$ cat config.mk
export PLATFORM = sky130hd
export DESIGN_NAME = friu_top
export DESIGN_NICKNAME = d
export VERILOG_FILES = /design/src/friu_pkg.sv /design/src/friu_top.sv /design/src/friu_flag_bank.sv
export SDC_FILE = /design/constraint.sdc
export NUM_CORES = 1
export LEC_CHECK = 0
export ABC_AREA = 1
export BUFFER_PORTS_ARGS = -buffer_cell sky130_fd_sc_hd__buf_4
export CAP_MARGIN = 20
export CORE_MARGIN = 2
export CORE_UTILIZATION = 46
export CTS_CLUSTER_SIZE = 8
export DETAILED_ROUTE_END_ITERATION = 10
export GPL_TIMING_DRIVEN = 0
export HOLD_SLACK_MARGIN = 0.02
export PLACE_DENSITY = 0.8
export SLEW_MARGIN = 10
export SYNTH_ARGS = -nofsm -noshare
export SYNTH_HDL_FRONTEND = slang
export SYNTH_SLANG_ARGS = --single-unit
$ cat constraint.sdc
create_clock -name MCLK -period 2.4 [get_ports MCLK]
set_clock_uncertainty 0.1 [all_clocks]
set_input_delay 0.48 -clock MCLK [delete_from_list [all_inputs] [get_ports MCLK]]
set_output_delay 0.48 -clock MCLK [all_outputs]
set_load 0.03 [all_outputs]
$ cat src/friu_pkg.sv
package friu_pkg;
  // Register byte addresses (low 16 bits of the bus address)
  localparam logic [15:0] OFS_FLAGS_DIRECT = 16'hF510;
  localparam logic [15:0] OFS_FLAGS_SET_CLEAR = 16'hF514;
  localparam logic [15:0] OFS_FLAG_POLARITY = 16'hF518;
  localparam logic [15:0] OFS_OUTPUT_CONTROL = 16'hF51C;
  localparam logic [15:0] OFS_INTERNAL_MASK = 16'hF520;
  localparam logic [15:0] OFS_EXTERNAL_MASK = 16'hF524;

  // Output control field positions
  localparam int POS_INTERNAL_INVERT = 0;
  localparam int POS_EXTERNAL_INVERT = 1;
  localparam int POS_PIN_DRIVER = 2;

  // Values after reset
  localparam logic [15:0] RST_FLAGS = 16'h0000;
  localparam logic [15:0] RST_POLARITY = 16'h0000;
  localparam logic [15:0] RST_MASK = 16'h0000;
  localparam logic RST_PIN_DRIVER = 1'h0;
  localparam logic RST_EXTERNAL_INVERT = 1'h1;
  localparam logic RST_INTERNAL_INVERT = 1'h1;

  // AHB encodings
  localparam logic [2:0] HSIZE_WORD = 3'h2;
  localparam logic HRESP_OKAY = 1'h0;

  typedef enum logic [1:0] {
    ST_IDLE,
    ST_WRITE,
    ST_READ,
    ST_READ_DONE
  } friu_phase_type;
endpackage

$ cat src/friu_top.sv
`timescale 1ns/100ps
`default_nettype none
module friu_top #(
  parameter int FLAG_W = 16
) (
  // Clock and reset
  input wire logic MCLK,
  input wire logic RST,
  // AHB-Lite slave
  input wire logic HSEL,
  input wire logic [31:0] HADDR,
  input wire logic [1:0] HTRANS,
  input wire logic HWRITE,
  input wire logic [2:0] HSIZE,
  input wire logic [31:0] HWDATA,
  input wire logic HREADY,
  output logic [31:0] HRDATA,
  output logic HREADYOUT,
  output logic HRESP,
  // Master identity, qualified with the address phase
  input wire logic CORE_MASTER,
  // Requests
  output logic INT_REQ,
  output logic EXT_REQ_PIN_O,
  output logic EXT_REQ_PIN_OE
);
  initial begin
    if (FLAG_W < 1 || FLAG_W > 16) begin
      $error("friu_top: FLAG_W must be 1 to 16");
    end
  end

  friu_pkg::friu_phase_type phase_r;
  logic [13:0] addr_r;
  logic word_r;
  logic core_r;
  logic [31:0] hrdata_r;
  logic hreadyout_r;
  logic [FLAG_W-1:0] polarity_r;
  logic [FLAG_W-1:0] int_mask_r;
  logic [FLAG_W-1:0] ext_mask_r;
  logic pin_driver_r;
  logic ext_invert_r;
  logic int_invert_r;
  logic int_req_r;
  logic pin_o_r;
  logic pin_oe_r;
  logic [FLAG_W-1:0] flags;
  logic accept;
  logic wr_go;
  logic [FLAG_W-1:0] wdata;
  logic [FLAG_W-1:0] per_flag_req;
  logic int_level;
  logic ext_level;

  // Word index match against a register byte address
  function automatic logic hit(input logic [13:0] idx, input logic [15:0] ofs);
    hit = (idx == ofs[15:2]);
  endfunction

  // Zero-extend a flag-wide field to a bus word
  function automatic logic [31:0] widen(input logic [FLAG_W-1:0] v);
    widen = 32'h0000_0000;
    widen[FLAG_W-1:0] = v;
  endfunction

  assign accept = HSEL && HREADY && HTRANS[1];
  assign wr_go = (phase_r == friu_pkg::ST_WRITE) && word_r;
  assign wdata = HWDATA[FLAG_W-1:0];

  // Bus phase tracking
  always_ff @(posedge MCLK) begin
    if (RST) begin
      phase_r <= friu_pkg::ST_IDLE;
    end else begin
      unique case (phase_r)
        friu_pkg::ST_READ: begin
          phase_r <= friu_pkg::ST_READ_DONE;
        end
        friu_pkg::ST_IDLE, friu_pkg::ST_WRITE, friu_pkg::ST_READ_DONE: begin
          if (accept) begin
            phase_r <= HWRITE ? friu_pkg::ST_WRITE : friu_pkg::ST_READ;
          end else begin
            phase_r <= friu_pkg::ST_IDLE;
          end
        end
      endcase
    end
  end

  // Address phase capture
  always_ff @(posedge MCLK) begin
    if (RST) begin
      addr_r <= 14'h0000;
      word_r <= 1'h0;
      core_r <= 1'h0;
    end else if (accept) begin
      addr_r <= HADDR[15:2];
      word_r <= (HSIZE == friu_pkg::HSIZE_WORD);
      core_r <= CORE_MASTER;
    end
  end

  // Reads take one wait state so data comes from a register
  always_ff @(posedge MCLK) begin
    if (RST) begin
      hreadyout_r <= 1'h1;
    end else if (accept && !HWRITE) begin
      hreadyout_r <= 1'h0;
    end else if (phase_r == friu_pkg::ST_READ) begin
      hreadyout_r <= 1'h1;
    end
  end

  always_ff @(posedge MCLK) begin
    if (RST) begin
      hrdata_r <= 32'h0000_0000;
    end else if (phase_r == friu_pkg::ST_READ) begin
      hrdata_r <= 32'h0000_0000;
      if (hit(addr_r, friu_pkg::OFS_FLAGS_DIRECT)) begin
        hrdata_r <= widen(flags);
      end
      if (hit(addr_r, friu_pkg::OFS_FLAGS_SET_CLEAR)) begin
        hrdata_r <= widen(flags);
      end
      if (hit(addr_r, friu_pkg::OFS_FLAG_POLARITY)) begin
        hrdata_r <= widen(polarity_r);
      end
      if (hit(addr_r, friu_pkg::OFS_OUTPUT_CONTROL)) begin
        hrdata_r[friu_pkg::POS_PIN_DRIVER] <= pin_driver_r;
        hrdata_r[friu_pkg::POS_EXTERNAL_INVERT] <= ext_invert_r;
        hrdata_r[friu_pkg::POS_INTERNAL_INVERT] <= int_invert_r;
      end
      if (hit(addr_r, friu_pkg::OFS_INTERNAL_MASK)) begin
        hrdata_r <= widen(int_mask_r);
      end
      if (hit(addr_r, friu_pkg::OFS_EXTERNAL_MASK)) begin
        hrdata_r <= widen(ext_mask_r);
      end
    end
  end

  friu_flag_bank #(
    .WIDTH(FLAG_W)
  ) u_flags (
    .clk(MCLK),
    .rst(RST),
    .wr_direct(wr_go && hit(addr_r, friu_pkg::OFS_FLAGS_DIRECT)),
    .wr_set_clear(wr_go && hit(addr_r, friu_pkg::OFS_FLAGS_SET_CLEAR)),
    .from_core(core_r),
    .wdata(wdata),
    .flags(flags)
  );

  always_ff @(posedge MCLK) begin
    if (RST) begin
      polarity_r <= FLAG_W'(friu_pkg::RST_POLARITY);
    end else if (wr_go && hit(addr_r, friu_pkg::OFS_FLAG_POLARITY)) begin
      polarity_r <= wdata;
    end
  end

  always_ff @(posedge MCLK) begin
    if (RST) begin
      pin_driver_r <= friu_pkg::RST_PIN_DRIVER;
      ext_invert_r <= friu_pkg::RST_EXTERNAL_INVERT;
      int_invert_r <= friu_pkg::RST_INTERNAL_INVERT;
    end else if (wr_go && hit(addr_r, friu_pkg::OFS_OUTPUT_CONTROL)) begin
      pin_driver_r <= HWDATA[friu_pkg::POS_PIN_DRIVER];
      ext_invert_r <= HWDATA[friu_pkg::POS_EXTERNAL_INVERT];
      int_invert_r <= HWDATA[friu_pkg::POS_INTERNAL_INVERT];
    end
  end

  always_ff @(posedge MCLK) begin
    if (RST) begin
      int_mask_r <= FLAG_W'(friu_pkg::RST_MASK);
    end else if (wr_go && hit(addr_r, friu_pkg::OFS_INTERNAL_MASK)) begin
      int_mask_r <= wdata;
    end
  end

  always_ff @(posedge MCLK) begin
    if (RST) begin
      ext_mask_r <= FLAG_W'(friu_pkg::RST_MASK);
    end else if (wr_go && hit(addr_r, friu_pkg::OFS_EXTERNAL_MASK)) begin
      ext_mask_r <= wdata;
    end
  end

  // Request path
  assign per_flag_req = flags ^ polarity_r;
  assign int_level = (|(per_flag_req & int_mask_r)) ^ int_invert_r;
  assign ext_level = (|(per_flag_req & ext_mask_r)) ^ ext_invert_r;

  // Reset constants match the request path with all masks clear
  always_ff @(posedge MCLK) begin
    if (RST) begin
      int_req_r <= 1'h1;
    end else begin
      int_req_r <= int_level;
    end
  end

  // Open drain pulls only low and releases for a high level
  always_ff @(posedge MCLK) begin
    if (RST) begin
      pin_o_r <= 1'h0;
      pin_oe_r <= 1'h0;
    end else if (pin_driver_r) begin
      pin_o_r <= ext_level;
      pin_oe_r <= 1'h1;
    end else begin
      pin_o_r <= 1'h0;
      pin_oe_r <= !ext_level;
    end
  end

  assign HRDATA = hrdata_r;
  assign HREADYOUT = hreadyout_r;
  assign HRESP = friu_pkg::HRESP_OKAY;
  assign INT_REQ = int_req_r;
  assign EXT_REQ_PIN_O = pin_o_r;
  assign EXT_REQ_PIN_OE = pin_oe_r;
endmodule
`default_nettype wire

$ cat src/friu_flag_bank.sv
`timescale 1ns/100ps
`default_nettype none
module friu_flag_bank #(
  parameter int WIDTH = 16
) (
  input wire logic clk,
  input wire logic rst,
  input wire logic wr_direct,
  input wire logic wr_set_clear,
  input wire logic from_core,
  input wire logic [WIDTH-1:0] wdata,
  output logic [WIDTH-1:0] flags
);
  initial begin
    if (WIDTH < 1 || WIDTH > 32) begin
      $error("friu_flag_bank: WIDTH must be 1 to 32");
    end
  end

  logic [WIDTH-1:0] flags_r;
  logic [WIDTH-1:0] flags_nxt;

  // One storage behind both views, so each view sees the other's changes
  always_comb begin
    flags_nxt = flags_r;
    if (wr_direct) begin
      flags_nxt = wdata;
    end else if (wr_set_clear && from_core) begin
      flags_nxt = flags_r | wdata;
    end else if (wr_set_clear) begin
      flags_nxt = flags_r & ~wdata;
    end
  end

  always_ff @(posedge clk) begin
    if (rst) begin
      flags_r <= WIDTH'(friu_pkg::RST_FLAGS);
    end else begin
      flags_r <= flags_nxt;
    end
  end

  assign flags = flags_r;
endmodule
`default_nettype wire

### Word-level counts from Yosys, hierarchy flattened

Index checks and enable logic that the tools add are counted.

| storage, ports and cells | value |
|---|---|
| RAM bits | 0 |
| output and inout bits | 37 |
| logic and storage cells | 70 |
| bits in read-only memories | 0 |
| bits in latches | 0 |
| memories kept | 0 |
| flip-flop bits (word level) | 121 |
| input port bits | 75 |

| operators by class | value |
|---|---|
| $mul | 0 |
| div/mod/pow operators | 0 |
| equality and inequality tests | 10 |
| $add $sub $neg | 0 |
| bitwise gates (word level) | 9 |
| reduce and logical (&&, ||, !) cells | 20 |
| shift-type cells | 0 |
| $lt $le $gt $ge | 0 |
| multiplexer cells | 15 |

Operator list:

| cell | number |
|---|---|
| 2-to-1 mux 32 bit | 4 |
| equality test 14 bit, second input constant | 6 |
| 2-to-1 mux 16 bit | 4 |
| bitwise AND 16 bit | 3 |
| OR reduction 16 bit | 2 |
| NOT 16 bit | 1 |
| bitwise OR 16 bit | 1 |
| XOR 16 bit | 1 |
| logical AND 1 bit | 11 |
| equality test 2 bit, second input constant | 2 |
| 2-to-1 mux 2 bit | 2 |
| case mux 2 bit (2 select lines) | 1 |
| equality test 3 x 2 -> 1 bit, second input constant | 1 |
| 2-to-1 mux 1 bit | 3 |
| 2-to-1 mux 3 bit | 1 |
| nonzero test 3 bit | 1 |
| OR reduction 3 bit | 1 |
| equality test 2 x 1 -> 1 bit, second input constant | 1 |
| logical NOT 1 bit | 2 |
| logical NOT 2 bit | 1 |
| nonzero test 2 bit | 1 |
| OR reduction 2 bit | 1 |
| XOR 1 bit | 2 |
| NOT 1 bit | 1 |

### Depth between registers and ports, before layout

Gate-level depths: netlist (run 1).

| logic depth | value |
|---|---|
| word-level depth | 7 |
| gate-level depth with buffers | 13 |
| mapped depth without buffers | 12 |

### By module

From an unflattened synthesis (run 1), not the netlist that was laid out.

| unflattened totals | value |
|---|---|
| cell total of the unflattened synthesis | 778 |
| area total of the unflattened synthesis | 5,267.6 um2 |

By module, submodules not included:

| module | area an instance (um2) | cells each | times used |
|---|---|---|---|
| friu_top | 4,528.1 | 689 | 1 |
| friu_flag_bank | 739.5 | 89 | 1 |

### Least setup slack after synthesis (run 1)

OpenSTA, ideal clock, no wires.

| path | value |
|---|---|
| path kind | reg2reg |
| from | reg addr_r[0] |
| to | reg with a tool-made name |
| stages on the path, launching flop included | 11 |
| data arrival time | 1,396 ps |
| required time | 2,168 ps |
| setup time | 132 ps |
| buffers on the path | 1 |
| slack | 772 ps |
| cell sequence | dfxtp_1 > inv_2 > nor2_2 > nand2_1 > nor2_4 > nand3_2 > inv_1 > buf_4 > nand2_1 > nand3_1 > a21oi_1 |

RTL lines:

| item | line | RTL |
|---|---|---|
| from (decl) | friu_top.sv:34 | `logic [13:0] addr_r;` |
| from (signal assigned) | friu_top.sv:98 | `addr_r <= HADDR[15:2];` |

### Worst setup path after layout (run 1)

| path | value |
|---|---|
| from | reg addr_r[6] |
| to | reg int_mask_r[13] |

| on the way | value |
|---|---|
| longest elaborated chain between the ends | 2 |

RTL lines:

| item | line | RTL |
|---|---|---|
| equality test 14 bit | friu_top.sv:58 | `hit = (idx == ofs[15:2]);` |
| logical AND 1 bit | friu_top.sv:178 | `end else if (wr_go && hit(addr_r, friu_pkg::OFS_INTERNAL_MASK)) begin` |
| to (signal assigned) | friu_top.sv:177 | `int_mask_r <= FLAG_W'(friu_pkg::RST_MASK);` |
| to (signal assigned) | friu_top.sv:179 | `int_mask_r <= wdata;` |
| to (decl) | friu_top.sv:40 | `logic [FLAG_W-1:0] int_mask_r;` |

Every way passes these cells.
A chain may end at the register's enable or synchronous reset.

==> out/results.ini, run 1 <==
[run_status]
outcome=finished, final reports clean

[global_routing]
grt_use_met2_pct=36.2
grt_pass1_wl_um=22900
grt_max_degree=19
grt_use_met1_pct=32.2
met3_usage_pct=3.34
first_global_vias=4614
antenna_found_initial=0
track_usage_pct=22.8
grt_busiest_layer=met2
grt_remaining_overflow=0

[route]
via_per_inst=5.16
drtIter0Drc=471
first_pass_iters=7
num_vias=5195
wl_per_cell_um=14.2
ant_nets=0
drt_drc_violations_left=0
wirelength_um=14200

[critical_path]
crit_buf_inv=2
cp.arrival_ps=2190
critical_path_class=flop to flop
rrSetupSlack_ps=330
cpPeakStageDelay_ps=340
reg2reg_from=addr_r[6]
path_cells=inv_2, nor2_2, nand2_2, nor4_4, nand3_1, clkbuf_1, o21ai_0, a21oi_1
cpMaxStageDelayCell=dfxtp_1
reg2regPathDepth=8
cp-end-kind=flop
worst_setup_path_start_kind=flop
r2r-end=int_mask_r[13]
cp.required_ps=2520
crit_fanout=10
crit_family=simple AND/OR/NAND/NOR gates

[clock_network]
ctsLongestPathBuffers=2
cts_sinks=105
cts-root-buf=clkbuf_16
post_cts_resized=0
holdBufCountCts=0
htreeDepth=3
clk_pin_slew_worst_paths_ps=70
clkLatencyLatePin_ps=350
cts_tree=yes
cts_buffers=9
cts_setup_buffers=0

[sta]
worstMarginPinSlew_ps=538
slew-limit-headroom_pct=64.2
max_freq_mhz=483
final-setup-viol-count=0
fin_setup_tns_ps=0
fin_crit_ps=2070
post-route-period-util_pct=86.2
slew_violations=0
rsz0062_at_grt=false
hold_violations=0

[min_path]
min_to=word_r
hold_start=HSIZE[1]
hold_depth=3
hold_class=input port to flop

[cells_and_area]
synthToLayoutAreaGrowth_pct=18.9
final_common_cell=nand2_1
diodes=0
final_nets=933
drive_above_1_share_pct=14.5
stdcell_count=1006
final_cell_mix=nand2_1, dfxtp_1, a21oi_1, nand3_1, buf_4

[yosys]
async_flop_share_pct=0
ys_warn_count=0
netlist_area_sq_um=5250
avgSynthCellArea_sq_um=6.80
yosysSeqAreaShare_pct=40.0
synth_edf_count=0
synthesis.instances=772
ys_dominant_reg_cell=dfxtp_1
yosys_register_bits=105
synth.distinct_cells=26

[place]
io_buffers=59
place_hpwl_um=10400
dp_cells=990
gp_congestion=0.921

[job]
drv_cap=0

[pwr]
irDropWorstVdd_uv=416
power_w=0.00356
power.density_nw_per_um2=571
p_leak_nw=2.62

[die]
chipHeight_um=111
initial_core_util_pct=46.6
ios=112
dieWidth_um=111
core_sq_um=11300
dieArea_sq_um=12300
num_rows=39

==> stage by stage <==
stage          hold slack [ps]  setup WS, ps  instance area [sq um]  util (%)
3_3_place_gp               341           373                   5930      52.6
3_5_place_dp               349           359                   5930      52.6
4_1_cts                    285           346                   6250      55.4
6_report                   282           330                   6250      55.4
5_1_grt                    301           118                   6250      55.4
2_1_floorplan              330           772                   5310         -
==> power breakdown <==
part / switching, W / internal (W) / leakage [nW]
registers: 0.00000999 / 0.00175 / 0.847
logic: 0.000152 / 0.0000883 / 1.62
clock network: 0.000706 / 0.000854 / 0.151
total: 0.000868 / 0.00270 / 2.62
==> Yosys cell counts (4+ instances only) <==
library cell | number | area, sq um
o21ai_1 | 7 | 35.0
nand2_1 | 172 | 646
buf_2 | 10 | 50.1
dfxtp_1 | 105 | 2100
inv_1 | 77 | 289
xor2_1 | 16 | 140
o21ai_0 | 58 | 290
a21oi_1 | 100 | 500
nand3_1 | 99 | 495
nor2_1 | 54 | 203
nor2_2 | 4 | 25.0
nand4_1 | 4 | 25.0
buf_4 | 20 | 150
clkbuf_1 | 22 | 82.6
==> layer usage <==
metal,part of all wire [%],vias up
li1,-,2644
met1,45,2284
met2,46,242
met3,8.1,25
met4,1.4,0
met5,0,-
==> worst min-delay path, delay by kind of cell <==
family / cells / cell delay, ps
buffers and inverters: 1 / 70
AOI/OAI and AO/OA: 1 / 60
and+or+nand+nor: 1 / 90
==> worst max-delay path by stage <==
stage | startpoint | end | slack, ps | depth (start not counted)
4_1_cts | addr_r[6] | int_mask_r[13] | 350 | 8
2_1_floorplan | addr_r[0] | flop | 770 | 10
6_report | addr_r[6] | int_mask_r[13] | 330 | 8
3_5_place_dp | addr_r[6] | int_mask_r[1] | 360 | 8
5_1_grt | addr_r[6] | int_mask_r[10] | 120 | 8
3_3_place_gp | addr_r[6] | int_mask_r[13] | 370 | 8
==> layout make-up <==
| type | instances | area [sq um] |
|---|---|---|
| Multi-Input combinational cell | 545 | 2580 |
| Clock inverter | 6 | 72.6 |
| Sequential cell | 105 | 2100 |
| Inverter | 82 | 308 |
| Buffer | 56 | 320 |
| Clock buffer | 10 | 239 |
| Tap cell | 143 | 179 |
| Timing Repair Buffer | 59 | 443 |
| Fill cell | 1061 | 5030 |
==> cells by family (layout without fill, tap and decap cells) <==
family,Yosys count,after routing,synth area share [%]
xor+xnor,16,16,2.67
flops,105,105,40.0
simple gates,342,342,28.7
buf+inv,138,213,12.0
other cells,1,17,0.0714
compound gates,170,170,16.6
(Power assumes the default switching activity.)
==> run 2, diff against run 1 <==
PLACE_DENSITY = 0.71   (was 0.8)
==> run 2 against run 1 <==
Net effect: power decreased by 0.57%; critical path depth unchanged; sequential share of layout area about the same; utilization about the same; first-iteration DRC count decreased by 31%; highest routed layer unchanged; global-route usage increased by 0.98 points.
==> out/results.ini, run 2 (synthesis gave the netlist of run 1 again) <==
[global_routing]
grt_pass1_wl_um=23500  ; was 22900 um
grt_remaining_overflow=0  ; unchanged
track_usage_pct=23.8  ; was 22.8%
grt_max_degree=17  ; was 19
antenna_found_initial=0  ; unchanged
first_global_vias=4659  ; was 4614

[cells_and_area]
final_nets=933  ; unchanged
drive_above_1_share_pct=14.4  ; was 14.5%
diodes=0  ; unchanged
final_cell_mix=nand2_1, dfxtp_1, a21oi_1, nand3_1, buf_4  ; unchanged
stdcell_count=1006  ; unchanged
final_common_cell=nand2_1  ; unchanged
synthToLayoutAreaGrowth_pct=18.8  ; was 18.9%
utilization_pct=55.4  ; about the same

[place]
io_buffers=59  ; unchanged
place_hpwl_um=10700  ; was 10400 um
gp_congestion=0.865  ; was 0.921
dp_cells=990  ; unchanged

[min_path]
hold_class=input port to flop  ; unchanged
hold_start=HADDR[11]  ; was HSIZE[1]

[sta]
fin_worst_hold_slack_ps=278  ; was 282 ps
rsz0062_at_grt=false  ; unchanged
fin_crit_ps=2150  ; was 2070 ps
hold_violations=0  ; unchanged
post-route-period-util_pct=89.7  ; was 86.2%
slew-limit-headroom_pct=61.7  ; was 64.2%
slew_violations=0  ; unchanged
max_freq_mhz=464  ; was 483 MHz
worstMarginPinSlew_ps=574  ; was 538 ps
fin_setup_tns_ps=0  ; unchanged
final-setup-viol-count=0  ; unchanged

[clock_network]
cts-root-buf=clkbuf_16  ; unchanged
cts_setup_buffers=0  ; unchanged
cts_tree=yes  ; unchanged
clk_pin_slew_worst_paths_ps=70  ; about the same
cts_sinks=105  ; unchanged
cts_buffers=9  ; unchanged
ctsLongestPathBuffers=2  ; unchanged
clkLatencyLatePin_ps=350  ; about the same
htreeDepth=3  ; unchanged
post_cts_resized=0  ; unchanged
holdBufCountCts=0  ; unchanged

[route]
drtIter0Drc=327  ; was 471
wirelength_um=14400  ; was 14200 um
ant_nets=0  ; unchanged
drt_drc_violations_left=0  ; unchanged
num_vias=5083  ; was 5195
wl_per_cell_um=14.3  ; was 14.2 um
first_pass_iters=5  ; was 7
via_per_inst=5.05  ; was 5.16

[critical_path]
cp-end-kind=flop  ; unchanged
cpPeakStageDelay_ps=340  ; about the same
crit_buf_inv=2  ; unchanged
worst_setup_path_start_kind=flop  ; unchanged
crit_fanout=10  ; unchanged
critical_path_class=flop to flop  ; unchanged
path_cells=inv_2, nor2_2, nand2_2, nor4_4, nand3_1, clkbuf_1, o21ai_0, a21oi_1  ; unchanged
reg2reg_from=addr_r[6]  ; unchanged
critPathLaunch=addr_r[6]  ; unchanged
crit_family=simple AND/OR/NAND/NOR gates  ; unchanged
cp.required_ps=2520  ; about the same
cp.arrival_ps=2270  ; was 2190 ps
cpMaxStageDelayCell=dfxtp_1  ; unchanged

[die]
num_rows=39  ; unchanged
chipHeight_um=111  ; unchanged
dieWidth_um=111  ; unchanged
core_sq_um=11300  ; unchanged
initial_core_util_pct=46.6  ; unchanged
dieArea_sq_um=12300  ; unchanged
ios=112  ; unchanged

[pwr]
p_leak_nw=2.62  ; about the same
power.density_nw_per_um2=568  ; was 571 nW/um^2
irDropWorstVdd_uv=439  ; was 416 uV
power_w=0.00354  ; was 0.00356 W

[run_status]
outcome=finished, final reports clean  ; unchanged

[job]
drv_cap=0  ; unchanged

run 2: cell types whose count changed in the layout (fill, tap and decap cells not counted), sizes merged:
cell / change
inv: -4
clkinv: +2
clkbuf: +2
run 2: layer usage:
layer  global-route usage [%]  vias to the layer above  wire [um]
li1                         -                     2639          -
met1                     34.7                     2241       6810
met2                     35.7                      181       6300
met3                     3.17                       22        998
met4                     9.50                        0        265
met5                        0                        -          0
run 2: stage by stage:
stage	cell area, sq um	setup WS, ps
4_1_cts	6240	291
2_1_floorplan	5310	772
3_3_place_gp	5930	345
5_1_grt	6240	75.3
6_report	6240	247
3_5_place_dp	5930	313
run 2: worst paths after layout:
kind,cells after the start,endpoint,slack [ps]
worst min-delay path,3,addr_r[9],280
worst max register to register,8,int_mask_r[14],250
worst min register to register,2,int_mask_r[9],360
worst max-delay path,8,int_mask_r[14],250
run 2: power by group:
group | leakage, nW | switching, W | internal, W
clock | 0.149 | 0.000670 | 0.000867
sequential | 0.847 | 0.0000100 | 0.00175
combinational | 1.62 | 0.000153 | 0.0000883
run 2: area by class of cell:
class                           instances  area, sq um
Multi-Input combinational cell        545         2580
Buffer                                 56          320
Inverter                               82          308
Clock inverter                          4         51.3
Tap cell                              143          179
Fill cell                            1137         5030
Clock buffer                           12          256
Timing Repair Buffer                   59          443
Sequential cell                       105         2100
run 2: worst min-delay path, cell delays in order:
cell     delay (ps)
buf_4            70
nand2_1          40
a21oi_1         100
